--- src/rtl/rcc_pkg.sv ---
// Purpose: shared constants for the calendar clock with alarm
// Assumes: 10 MHz reference clock, registers reached over APB
// Notes: register index times four gives the byte address
package rcc_pkg;
   // ---------------------------------------------------------------
   // timing
   // ---------------------------------------------------------------
   localparam int unsigned SECOND_NS = 1000000000;
   localparam int unsigned CLK_PERIOD_NS = 100;
   localparam int unsigned SEC_CYCLES = SECOND_NS / CLK_PERIOD_NS;
   // half periods of the 16 Hz output in one second
   localparam int unsigned SUB16_DIV = 32;
   // ---------------------------------------------------------------
   // register indexes
   // ---------------------------------------------------------------
   localparam logic [3:0] IX_SEC = 4'h0;
   localparam logic [3:0] IX_MIN = 4'h1;
   localparam logic [3:0] IX_HOUR = 4'h2;
   localparam logic [3:0] IX_WDAY = 4'h4;
   localparam logic [3:0] IX_DATE = 4'h5;
   localparam logic [3:0] IX_MONTH = 4'h6;
   localparam logic [3:0] IX_YEAR = 4'h7;
   localparam logic [3:0] IX_PAGE = 4'h8;
   localparam logic [3:0] IX_REST = 4'hc;
   localparam logic [3:0] IX_RSVD = 4'hd;
   // ---------------------------------------------------------------
   // field positions
   // ---------------------------------------------------------------
   localparam int PG_PAGE = 0;
   localparam int PG_ALM_EN = 2;
   localparam int PG_CLK_EN = 3;
   localparam int PG_ADJ = 4;
   localparam int PG_IRQ_EN = 7;
   localparam int RS_ALM_CLR = 4;
   localparam int RS_CLK_CLR = 5;
   localparam int RS_16_OFF = 6;
   localparam int RS_1_OFF = 7;
   localparam int HR_PM = 5;
   // ---------------------------------------------------------------
   // values after reset
   // ---------------------------------------------------------------
   localparam logic PAGE_RST = 1'b0;
   localparam logic ADJ_RST = 1'b0;
   localparam logic IRQ_EN_RST = 1'b0;
   localparam logic CLK_EN_RST = 1'b0;
   localparam logic ALM_EN_RST = 1'b0;
   localparam logic OFF16_RST = 1'b1;
   localparam logic OFF1_RST = 1'b1;
   // ---------------------------------------------------------------
   // bcd limits
   // ---------------------------------------------------------------
   localparam logic [7:0] SEC_MAX = 8'h59;
   localparam logic [7:0] MIN_MAX = 8'h59;
   localparam logic [7:0] HR24_MAX = 8'h23;
   localparam logic [7:0] HR12_MAX = 8'h11;
   localparam logic [7:0] WDAY_MAX = 8'h06;
   localparam logic [7:0] MONTH_MAX = 8'h12;
   localparam logic [7:0] YEAR_MAX = 8'h99;
   localparam logic [7:0] ADJ_HALF = 8'h30;
   localparam logic [7:0] FEB = 8'h02;
endpackage

--- src/rtl/rcc_tick_gen.sv ---
// Purpose: one second tick and square waves from the reference clock
// Assumes: run and clear are synchronous levels
// Notes: clear restarts the second so a fresh setting starts whole
`timescale 1ns/100ps
module rcc_tick_gen #(
   parameter int unsigned SEC_CYCLES = rcc_pkg::SEC_CYCLES
) (
   // clock and reset
   input wire logic clk_in,
   input wire logic rst_in,
   // control
   input wire logic run_in,
   input wire logic clear_in,
   // timing outputs
   output logic tick_out,
   output logic sq1_out,
   output logic sq16_out
);
   localparam int CW = $clog2(SEC_CYCLES);
   localparam logic [CW-1:0] LAST = CW'(SEC_CYCLES - 1);
   localparam logic [CW-1:0] HALF = CW'(SEC_CYCLES / 2);
   localparam logic [CW-1:0] SUB_LAST = CW'(SEC_CYCLES / rcc_pkg::SUB16_DIV - 1);

   typedef struct packed {
      logic [CW-1:0] cnt;
      logic [CW-1:0] sub;
      logic sq16;
      logic tick;
   } rcc_tick_st_t;

   rcc_tick_st_t st_reg;
   rcc_tick_st_t st_next;

   always_comb begin
      st_next = st_reg;
      st_next.tick = 1'b0;
      if (clear_in) begin
         st_next.cnt = '0;
         st_next.sub = '0;
         st_next.sq16 = 1'b0;
      end else if (run_in) begin
         if (st_reg.cnt == LAST) begin
            st_next.cnt = '0;
            st_next.sub = '0;
            st_next.sq16 = 1'b0;
            st_next.tick = 1'b1;
         end else begin
            st_next.cnt = st_reg.cnt + 1'b1;
            if (st_reg.sub == SUB_LAST) begin
               st_next.sub = '0;
               st_next.sq16 = ~st_reg.sq16;
            end else begin
               st_next.sub = st_reg.sub + 1'b1;
            end
         end
      end
   end

   always_ff @(posedge clk_in or posedge rst_in) begin
      if (rst_in) begin
         st_reg <= '0;
      end else begin
         st_reg <= st_next;
      end
   end

   assign tick_out = st_reg.tick;
   assign sq1_out = (st_reg.cnt < HALF);
   assign sq16_out = st_reg.sq16;
endmodule

--- src/rtl/rcc_top.sv ---
// Purpose: calendar clock with alarm behind an APB register page pair
// Assumes: byte address is register index times four
// Notes: time counts keep their contents through reset
//
// Summary of operation
// - keep hours, minutes, seconds and month, weekday, date, leap state
// - software picks 12-hour with am/pm or 24-hour counting
// - adjust request rounds seconds to nearest minute, up to thirty seconds
// - two year digits only, 99 rolls to 00
// - every fourth year is leap, no century exceptions
// - page bit steers shared addresses to clock or alarm page
// - seconds exist only on the clock page
// - alarm page month address holds the 24/12 select bit
// - alarm page year address holds two-bit leap state
// - unused addresses read zero and ignore writes
// - reset sets page, adjust, enable and reset-register bits; counts kept
// - clock page reads return a snapshot of the current count
// - alarm page reads return the current alarm values
//
// Implementation choice: the APB interface to the registers.
`timescale 1ns/100ps
module rcc_top #(
   parameter int unsigned SEC_CYCLES = rcc_pkg::SEC_CYCLES
) (
   // clock and reset
   input wire logic REF_CLK_IN,
   input wire logic RST_IN,
   // apb slave
   input wire logic PSEL_IN,
   input wire logic PENABLE_IN,
   input wire logic PWRITE_IN,
   input wire logic [5:0] PADDR_IN,
   input wire logic [31:0] PWDATA_IN,
   output logic [31:0] PRDATA_OUT,
   output logic PREADY_OUT,
   output logic PSLVERR_OUT,
   // alarm
   output logic ALARM_OUT,
   output logic IRQ_OUT
);
   typedef struct packed {
      logic [7:0] sec;
      logic [7:0] min;
      logic [7:0] hour;
      logic [7:0] wday;
      logic [7:0] date;
      logic [7:0] month;
      logic [7:0] year;
      logic [7:0] a_min;
      logic [7:0] a_hour;
      logic [7:0] a_wday;
      logic [7:0] a_date;
      logic mode24;
      logic [1:0] leap;
      logic page;
      logic adjust;
      logic irq_en;
      logic clk_en;
      logic alm_en;
      logic off16;
      logic off1;
      logic hit;
      logic [31:0] rdata;
      logic ready;
      logic slverr;
      logic alarm;
      logic irq;
   } rcc_state_t;

   rcc_state_t st;
   rcc_state_t nx;

   // ---------------------------------------------------------------
   // bcd helpers
   // ---------------------------------------------------------------
   function automatic logic [8:0] bcd_step(input logic [7:0] v,
         input logic [7:0] lo, input logic [7:0] hi);
      if (v == hi) begin
         return {1'b1, lo};
      end else if (v[3:0] == 4'h9) begin
         return {1'b0, v[7:4] + 4'h1, 4'h0};
      end else begin
         return {1'b0, v[7:4], v[3:0] + 4'h1};
      end
   endfunction

   // month length; leap state zero marks a year divisible by four
   function automatic logic [7:0] month_len(input logic [7:0] m,
         input logic [1:0] lp);
      if (m == rcc_pkg::FEB) begin
         return (lp == 2'd0) ? 8'h29 : 8'h28;
      end else if (m == 8'h04 || m == 8'h06 || m == 8'h09 || m == 8'h11) begin
         return 8'h30;
      end else begin
         return 8'h31;
      end
   endfunction

   // ---------------------------------------------------------------
   // tick source
   // ---------------------------------------------------------------
   logic tick;
   logic sq1;
   logic sq16;
   logic clk_clear;

   rcc_tick_gen #(
      .SEC_CYCLES(SEC_CYCLES)
   ) u_tick (
      .clk_in(REF_CLK_IN),
      .rst_in(RST_IN),
      .run_in(st.clk_en),
      .clear_in(clk_clear),
      .tick_out(tick),
      .sq1_out(sq1),
      .sq16_out(sq16)
   );

   // ---------------------------------------------------------------
   // next state
   // ---------------------------------------------------------------
   logic [3:0] idx;
   logic [7:0] wd;
   logic [7:0] rd;
   logic cap;
   logic wr;
   logic c_min;
   logic c_hr;
   logic c_day;
   logic c_mon;
   logic c_yr;
   logic hit_set;
   logic [8:0] t9;

   assign idx = PADDR_IN[5:2];
   assign wd = PWDATA_IN[7:0];
   // one wait state: capture in the first access cycle, finish in the next
   assign cap = PSEL_IN & PENABLE_IN & ~st.ready;
   assign wr = PSEL_IN & PENABLE_IN & st.ready & PWRITE_IN;
   assign clk_clear = wr & (idx == rcc_pkg::IX_REST) & wd[rcc_pkg::RS_CLK_CLR];

   always_comb begin
      nx = st;
      c_min = 1'b0;
      c_hr = 1'b0;
      c_day = 1'b0;
      c_mon = 1'b0;
      c_yr = 1'b0;
      hit_set = 1'b0;
      rd = 8'h00;
      t9 = 9'h000;
      // ---------------------------------------------------------------
      // time keeping
      // ---------------------------------------------------------------
      if (tick) begin
         if (st.adjust) begin
            nx.sec = 8'h00;
            c_min = (st.sec >= rcc_pkg::ADJ_HALF);
            nx.adjust = 1'b0;
         end else begin
            {c_min, nx.sec} = bcd_step(st.sec, 8'h00, rcc_pkg::SEC_MAX);
         end
      end
      if (c_min) begin
         {c_hr, nx.min} = bcd_step(st.min, 8'h00, rcc_pkg::MIN_MAX);
      end
      if (c_hr) begin
         if (st.mode24) begin
            {c_day, nx.hour} = bcd_step(st.hour, 8'h00, rcc_pkg::HR24_MAX);
         end else begin
            // low five bits count 0..11, the pm bit flips on each wrap
            t9 = bcd_step({3'b000, st.hour[4:0]}, 8'h00, rcc_pkg::HR12_MAX);
            nx.hour = {2'b00, st.hour[rcc_pkg::HR_PM] ^ t9[8], t9[4:0]};
            c_day = t9[8] & st.hour[rcc_pkg::HR_PM];
         end
      end
      if (c_day) begin
         t9 = bcd_step(st.wday, 8'h00, rcc_pkg::WDAY_MAX);
         nx.wday = t9[7:0];
         {c_mon, nx.date} = bcd_step(st.date, 8'h01, month_len(st.month, st.leap));
      end
      if (c_mon) begin
         {c_yr, nx.month} = bcd_step(st.month, 8'h01, rcc_pkg::MONTH_MAX);
      end
      if (c_yr) begin
         t9 = bcd_step(st.year, 8'h00, rcc_pkg::YEAR_MAX);
         nx.year = t9[7:0];
         nx.leap = st.leap + 2'd1;
      end
      // alarm compares on each new minute
      hit_set = st.alm_en & c_min & (nx.min == st.a_min) & (nx.hour == st.a_hour)
         & (nx.wday == st.a_wday) & (nx.date == st.a_date);
      // ---------------------------------------------------------------
      // register writes
      // ---------------------------------------------------------------
      if (wr) begin
         unique case (idx)
            rcc_pkg::IX_SEC: begin
               if (!st.page) begin
                  nx.sec = {1'b0, wd[6:0]};
               end
            end
            rcc_pkg::IX_MIN: begin
               if (st.page) begin
                  nx.a_min = {1'b0, wd[6:0]};
               end else begin
                  nx.min = {1'b0, wd[6:0]};
               end
            end
            rcc_pkg::IX_HOUR: begin
               if (st.page) begin
                  nx.a_hour = {2'b00, wd[5:0]};
               end else begin
                  nx.hour = {2'b00, wd[5:0]};
               end
            end
            rcc_pkg::IX_WDAY: begin
               if (st.page) begin
                  nx.a_wday = {5'h00, wd[2:0]};
               end else begin
                  nx.wday = {5'h00, wd[2:0]};
               end
            end
            rcc_pkg::IX_DATE: begin
               if (st.page) begin
                  nx.a_date = {2'b00, wd[5:0]};
               end else begin
                  nx.date = {2'b00, wd[5:0]};
               end
            end
            rcc_pkg::IX_MONTH: begin
               if (st.page) begin
                  nx.mode24 = wd[0];
               end else begin
                  nx.month = {3'b000, wd[4:0]};
               end
            end
            rcc_pkg::IX_YEAR: begin
               if (st.page) begin
                  nx.leap = wd[1:0];
               end else begin
                  nx.year = wd;
               end
            end
            rcc_pkg::IX_PAGE: begin
               nx.page = wd[rcc_pkg::PG_PAGE];
               nx.alm_en = wd[rcc_pkg::PG_ALM_EN];
               nx.clk_en = wd[rcc_pkg::PG_CLK_EN];
               nx.adjust = wd[rcc_pkg::PG_ADJ];
               nx.irq_en = wd[rcc_pkg::PG_IRQ_EN];
            end
            rcc_pkg::IX_REST: begin
               nx.off16 = wd[rcc_pkg::RS_16_OFF];
               nx.off1 = wd[rcc_pkg::RS_1_OFF];
               if (wd[rcc_pkg::RS_ALM_CLR]) begin
                  nx.hit = 1'b0;
               end
            end
            default: begin
               // unused and reserved addresses change nothing
            end
         endcase
      end
      // a match in the clearing cycle still lands
      nx.hit = nx.hit | hit_set;
      // ---------------------------------------------------------------
      // register reads, captured one cycle before ready
      // ---------------------------------------------------------------
      unique case (idx)
         rcc_pkg::IX_SEC: rd = st.page ? 8'h00 : st.sec;
         rcc_pkg::IX_MIN: rd = st.page ? st.a_min : st.min;
         rcc_pkg::IX_HOUR: rd = st.page ? st.a_hour : st.hour;
         rcc_pkg::IX_WDAY: rd = st.page ? st.a_wday : st.wday;
         rcc_pkg::IX_DATE: rd = st.page ? st.a_date : st.date;
         rcc_pkg::IX_MONTH: rd = st.page ? {7'h00, st.mode24} : st.month;
         rcc_pkg::IX_YEAR: rd = st.page ? {6'h00, st.leap} : st.year;
         rcc_pkg::IX_PAGE: rd = {st.irq_en, 2'b00, st.adjust, st.clk_en,
            st.alm_en, 1'b0, st.page};
         rcc_pkg::IX_REST: rd = {st.off1, st.off16, 6'h00};
         default: rd = 8'h00;
      endcase
      nx.ready = cap;
      if (cap) begin
         nx.rdata = {24'h000000, rd};
         nx.slverr = (idx == rcc_pkg::IX_RSVD);
      end
      // ---------------------------------------------------------------
      // outputs
      // ---------------------------------------------------------------
      nx.alarm = nx.hit | (~st.off1 & sq1) | (~st.off16 & sq16);
      nx.irq = nx.hit & st.irq_en;
   end

   // ---------------------------------------------------------------
   // state register
   // ---------------------------------------------------------------
   // counts have no reset so a reset keeps the running time
   always_ff @(posedge REF_CLK_IN or posedge RST_IN) begin
      if (RST_IN) begin
         st.page <= rcc_pkg::PAGE_RST;
         st.adjust <= rcc_pkg::ADJ_RST;
         st.irq_en <= rcc_pkg::IRQ_EN_RST;
         st.clk_en <= rcc_pkg::CLK_EN_RST;
         st.alm_en <= rcc_pkg::ALM_EN_RST;
         st.off16 <= rcc_pkg::OFF16_RST;
         st.off1 <= rcc_pkg::OFF1_RST;
         st.hit <= 1'b0;
         st.rdata <= 32'h00000000;
         st.ready <= 1'b0;
         st.slverr <= 1'b0;
         st.alarm <= 1'b0;
         st.irq <= 1'b0;
      end else begin
         st <= nx;
      end
   end

   assign PRDATA_OUT = st.rdata;
   assign PREADY_OUT = st.ready;
   assign PSLVERR_OUT = st.slverr;
   assign ALARM_OUT = st.alarm;
   assign IRQ_OUT = st.irq;

   // ---------------------------------------------------------------
   // checks
   // ---------------------------------------------------------------
   sec_carry_a: assert property (@(posedge REF_CLK_IN) disable iff (RST_IN)
      (tick && !st.adjust && st.sec == 8'h59 && !wr)
      |=> (st.sec == 8'h00 && st.min != $past(st.min)))
      else $error("seconds did not carry into minutes");
   year_wrap_a: assert property (@(posedge REF_CLK_IN) disable iff (RST_IN)
      (c_yr && st.year == 8'h99 && !wr) |=> st.year == 8'h00)
      else $error("year did not roll from 99 to 00");
   leap_feb_a: assert property (@(posedge REF_CLK_IN) disable iff (RST_IN)
      (c_day && st.month == 8'h02 && st.date == 8'h28 && st.leap == 2'd0 && !wr)
      |=> st.date == 8'h29)
      else $error("leap february lost its 29th");
   hour_twelve_a: assert property (@(posedge REF_CLK_IN) disable iff (RST_IN)
      (c_hr && !st.mode24 && st.hour == 8'h11 && !wr) |=> st.hour == 8'h20)
      else $error("12-hour count did not turn to pm zero");
   adjust_round_a: assert property (@(posedge REF_CLK_IN) disable iff (RST_IN)
      (tick && st.adjust && st.sec >= 8'h30 && !wr)
      |=> (st.sec == 8'h00 && !st.adjust && st.min != $past(st.min)))
      else $error("adjust did not round up to the next minute");
   unused_zero_a: assert property (@(posedge REF_CLK_IN) disable iff (RST_IN)
      (cap && (idx == 4'h3 || idx == 4'h9 || idx == 4'ha || idx == 4'hb
      || idx == 4'he || idx == 4'hf)) |=> (PREADY_OUT && PRDATA_OUT == 32'h0))
      else $error("unused address did not read zero");
   sec_alarm_page_a: assert property (@(posedge REF_CLK_IN) disable iff (RST_IN)
      (cap && st.page && idx == 4'h0) |=> PRDATA_OUT == 32'h0)
      else $error("seconds visible on alarm page");
   snapshot_a: assert property (@(posedge REF_CLK_IN) disable iff (RST_IN)
      (cap && !st.page && idx == 4'h1) |=> PRDATA_OUT == {24'h0, $past(st.min)})
      else $error("minute read is not the captured count");
   alarm_read_a: assert property (@(posedge REF_CLK_IN) disable iff (RST_IN)
      (cap && st.page && idx == 4'h2) |=> PRDATA_OUT == {24'h0, $past(st.a_hour)})
      else $error("alarm hour read is wrong");
   page_sel_a: assert property (@(posedge REF_CLK_IN) disable iff (RST_IN)
      (wr && idx == 4'h8) |=> st.page == $past(PWDATA_IN[0]))
      else $error("page bit not taken from write");
   irq_gate_a: assert property (@(posedge REF_CLK_IN) disable iff (RST_IN)
      (!st.irq_en |=> !IRQ_OUT) and (hit_set && st.irq_en |=> IRQ_OUT))
      else $error("interrupt not gated by enable");
   reset_init_a: assert property (@(posedge REF_CLK_IN) disable iff (RST_IN)
      $fell(RST_IN) |-> (!st.page && !st.adjust && !st.irq_en && st.off1 && st.off16))
      else $error("control bits not initialised by reset");
endmodule

--- config.mk ---
export PLATFORM = sky130hd
export DESIGN_NAME = rcc_top
export DESIGN_NICKNAME = d
export VERILOG_FILES = /design/src/rtl/rcc_pkg.sv /design/src/rtl/rcc_tick_gen.sv /design/src/rtl/rcc_top.sv
export SDC_FILE = /design/constraint.sdc
export NUM_CORES = 1
export LEC_CHECK = 0
export BUFFER_PORTS_ARGS = -buffer_cell sky130_fd_sc_hd__buf_2
export CAP_MARGIN = 20
export CORE_UTILIZATION = 35
export CTS_BUF_LIST = sky130_fd_sc_hd__clkbuf_4
export DETAILED_ROUTE_END_ITERATION = 6
export SKIP_LAST_GASP = 1
export SYNTH_ARGS = -nofsm -noshare
export SYNTH_HDL_FRONTEND = slang
export SYNTH_SLANG_ARGS = --single-unit
--- constraint.sdc ---
create_clock -name REF_CLK_IN -period 4.8 [get_ports REF_CLK_IN]
set_input_delay 0.24 -clock REF_CLK_IN [delete_from_list [all_inputs] [get_ports REF_CLK_IN]]
set_output_delay 0.24 -clock REF_CLK_IN [all_outputs]
set_load 0.02 [all_outputs]
# == Word level (Yosys, flattened, before mapping) ==
# Cells that the tools add are included.
# totals
ff_bits,151
in_bits,43
out_inout_bits,36
# classes
n_addsub,18
order_cmp,2
n_eq_ne,35
mux,84
bitwise,24
n_reduce_logical,15
# op_table
op,count
$mux W8,39
$mux W99,1
$mux W49,2
$mux W9,8
$pmux W8 S9,1
$add A4 B1 Y4 const B,14
$mux W50,1
$add A24 B1 Y24 const B,2
$eq A4 B4 Y1 const B,10
$mux W6,5
$eq A24 B19 Y1 const B,1
$eq A24 B24 Y1 const B,1
$eq A8 B3 Y1 const B,3
$lt A24 B23 Y1 const B,1
$mux W24,1
$reduce_and A4 Y1,5
$eq A4 B3 Y1 const B,4
$eq A8 B5 Y1 const B,2
$eq A8 B6 Y1,2
$eq A8 B7 Y1 const B,2
$mux W1,16
$mux W16,1
$and A1 B1 Y1,15
$mux W5,2
25 further kinds,39

# == Logic depth before layout (Yosys ltp) ==
# logic_depth
ltp_word,22
mapped_depth,15

# == Modules after synthesis ==
# From an unflattened synthesis, not the netlist that was laid out.
# unflattened
hier_cells,1239
area_unflattened_um2,10926.7
# modules_own_cells
module,instances,cells_each,area_each_um2,seq_area_each_um2
rcc_top,1,869,7758.7,2935.3
rcc_tick_gen,1,370,3168.0,1251.2

# == Worst setup path after synthesis ==
# OpenSTA, ideal clock, no wires.
# synth_path
path_kind,in2reg
startpoint,input RST_IN
endpoint,"register st[71] in the netlist's numbering, enable pin"
setup_time_ns,0.390
arrival_ns,4.240
required_ns,4.410
slack_ns,0.170
path_stages,3
cell_sequence,inv_1 nand3_1 nor4_1
# synth_via
elab_chain_len,2
# synth_lines
element,line,source
"start, declared",rcc_top.sv:27,"input wire logic RST_IN,"
$not A1 Y1 (no line),--,
$reduce_and A4 Y1 (no line),--,
"end signal, assigned",rcc_top.sv:314,st <= nx;
"end, declared",rcc_top.sv:70,rcc_state_t st;
# Every way passes these cells.
# A chain may end at the register's enable or synchronous reset.

==> reports/results.ini <==
[place]
dpl.hpwl_mm=21.9
io_buffer_count=28
place_ws_ns=0.996
gp_congestion=0.921

[yosys]
synth_flop_cell=edfxtp_1
synth_top_cell_by_area=edfxtp_1
syn_area_per_cell_um2=8.59
synth_edf_count=81
synthesis.instances=1213
netlist.area_leader.share=0.233
synth-seq-cells=151
synth_area_um2=10400
synth_area_leaders=edfxtp_1 23%, dfrtp_1 16%, o21ai_0 5.9%
ys_warn_count=0
async_reset_ff_frac=0.464
ys_seq_area_frac=0.402
synth_cell_types=83

[power_and_ir_drop]
p_sw_frac=0.330
p_seq_frac=0.571
power.share.clock=0.278
p_leak_nw=4.09
p_switching_w=0.000944
p_comb_frac=0.151
p_per_area_nw_per_um2=258
power.internal_w=0.00192
ir_drop_mv=0.195

[final_layout]
nets=1284
layout_common_cells=160 x nand2_1, 122 x o21ai_0, 105 x nor2_1
largest_register_ffs=89
nFillCells=2994
seqCellArea_um2=4190
syn_to_final_growth_pct=6.64
multi_input_area_um2=5700
final_common_cell=nand2_1
drive_above_1_share=0.0951

[die]
core_um2=29000
start_util=0.359
placementRows=62
ios=79
die_area_um2=30500
dieHeight_um=175
die_w_um=175

[clock_tree]
clkLatencyLatePin_ns=0.58
cts_resized=0
cts_tree=yes
cts_sinks=151
h-tree-depth=4
clockBufferDepth=2
clk_pin_slew_ns=0.15
cts_inserted_buffers=17
post-cts-setup-buffer-count=0
cts_root_buf=clkbuf_4

[detailed_routing]
drtIter0Drc=1033
num_vias=9349
post-route-drc-count=0
finalWirelength_mm=30.5
dr.pass1.iters=7
drt-wirelength-per-cell_um=18.9
via_per_inst=5.79
drtAntennaViolNets=0

[critical_path]
crit_fanout=14
crit_type=reg2reg
endpoint_kind=register
required_ns=5.33
crit_arrival_ns=4.42
startpoint_type=register

[timing]
slew_violations=0
fin_skew_ns=0.0171
hold_viol_final=0
max_freq_ghz=0.257
setup_tns_ns=0
timing.slew.headroom=0.273
layout_setup_ws_ns=0.906
post-route-period-util=0.811
finalSetupViolCount=0
min_period_ns=3.89
tightest_slew_ns=1.09
rsz0062_at_grt=false

[grt]
grt_max_degree=83
grt_usage=0.203
grt_pass1_wl_mm=48.7
grt_pass1_vias=8723
overflow=0
antenna_found_initial=3

[flow_run]
maxCapViolations=0

[hold_path]
hold_class=in2reg

[outcome]
run_status=finished, final reports clean

[layer usage]
layer | wire length (um) | global-route usage | part of all wire | vias up
met5 | 31 | 0 | 0.0010 | -
li1 | - | - | - | 4459
met4 | 696 | 0.0609 | 0.023 | 4
met3 | 1820 | 0.0392 | 0.060 | 47
met2 | 14200 | 0.327 | 0.46 | 290
met1 | 13800 | 0.276 | 0.45 | 4549
[final timing paths]
kind,from,endpoint,slack (ns),cells past startpoint
worst max-delay path,st[115],IRQ_OUT,0.91,11
worst min-delay path,PWDATA_IN[1],st[48],0.07,1
worst max register to register,st[115],IRQ_OUT,0.91,11
worst min register to register,PRDATA_OUT[4],PRDATA_OUT[4],0.50,2
max in group asynchronous,RST_IN,PRDATA_OUT[5],3.32,4
min in group asynchronous,RST_IN,u_tick.st_reg[33],0.38,3
[cell usage after synthesis (7+ instances only)]
library cell and instances:
nand2_1 160, o21ai_0 122, nor2_1 105, edfxtp_1 81
dfrtp_1 68, a21oi_1 61, nand3_1 50, clkbuf_1 49
inv_1 38, nor3_1 35, buf_4 32, ha_1 24
nand2b_1 23, nand4_1 23, a22oi_1 22, and3_1 21
xnor2_1 19, a31oi_1 18, nor2b_1 18, xor2_1 15
nor4_1 12, o211ai_1 11, a221oi_1 10, mux2_2 10
o31ai_1 10, or3_1 10, a222oi_1 9, or4_1 9
and2_1 8, mux2i_1 8, buf_2 7, o22ai_1 7
or2_2 7
[critical path, stage by stage (launching register included)]
cell and delay [ns]:
edfxtp_1 0.59, inv_1 0.15, ha_1 0.15, or4b_4 0.49, o31ai_4 0.29, nand3_1 0.50
buf_4 0.36, and2_1 0.18, or3_1 0.36, a221oi_2 0.34, nand4_2 0.25, a21boi_2 0.18
[logic make-up after synthesis]
logic type,Yosys count,synth area share
AO/OA/AOI/OAI,328,0.204
XOR/XNOR,34,0.0286
adder cells (fa/ha/maj),24,0.0288
flip-flops,151,0.402
multiplexers,18,0.0185
other,1,0.000360
AND/OR/NAND/NOR,529,0.259
buffers and inverters,128,0.0593
[what timing repair did]
action,in CTS,in global routing
endpoints found under the setup margin,0,0
hold buffers,5,0
hold endpoints to repair,36,0
[power by group through the flow]
stage	Sequential, W	Combinational (W)	Clock [W]
after global placement	0.00165	0.000420	0
after global routing	0.00166	0.000491	0.000862
after CTS	0.00163	0.000436	0.000812
after detailed placement	0.00166	0.000431	0
after floorplan	0.00160	0.000361	0
final	0.00164	0.000433	0.000796
[through the flow]
stage               cell area [um2]   util  total power [W]  cells  hold slack, ns
floorplan                     10500      -          0.00196   1236           0.339
global placement              10800  0.372          0.00207   1575           0.455
detailed placement            10800  0.372          0.00209   1575           0.461
CTS                           11100  0.382          0.00288   1612          0.0366
global route                  11100  0.383          0.00301   1615          0.0386
finish                        11100  0.383          0.00286   1615          0.0661
[final cells by class]
| class | count | area share |
|---|---|---|
| clock inverters | 13 | 0.0108 |
| flip-flops and latches | 151 | 0.377 |
| well taps | 384 | 0.0432 |
| repair buffers | 52 | 0.0297 |
| multi-input cells | 957 | 0.513 |
| diodes | 1 | 0.000225 |
| inverters | 38 | 0.0133 |
| clock buffers | 19 | 0.0128 |
No activity file was read; power rests on OpenSTA's default activity.
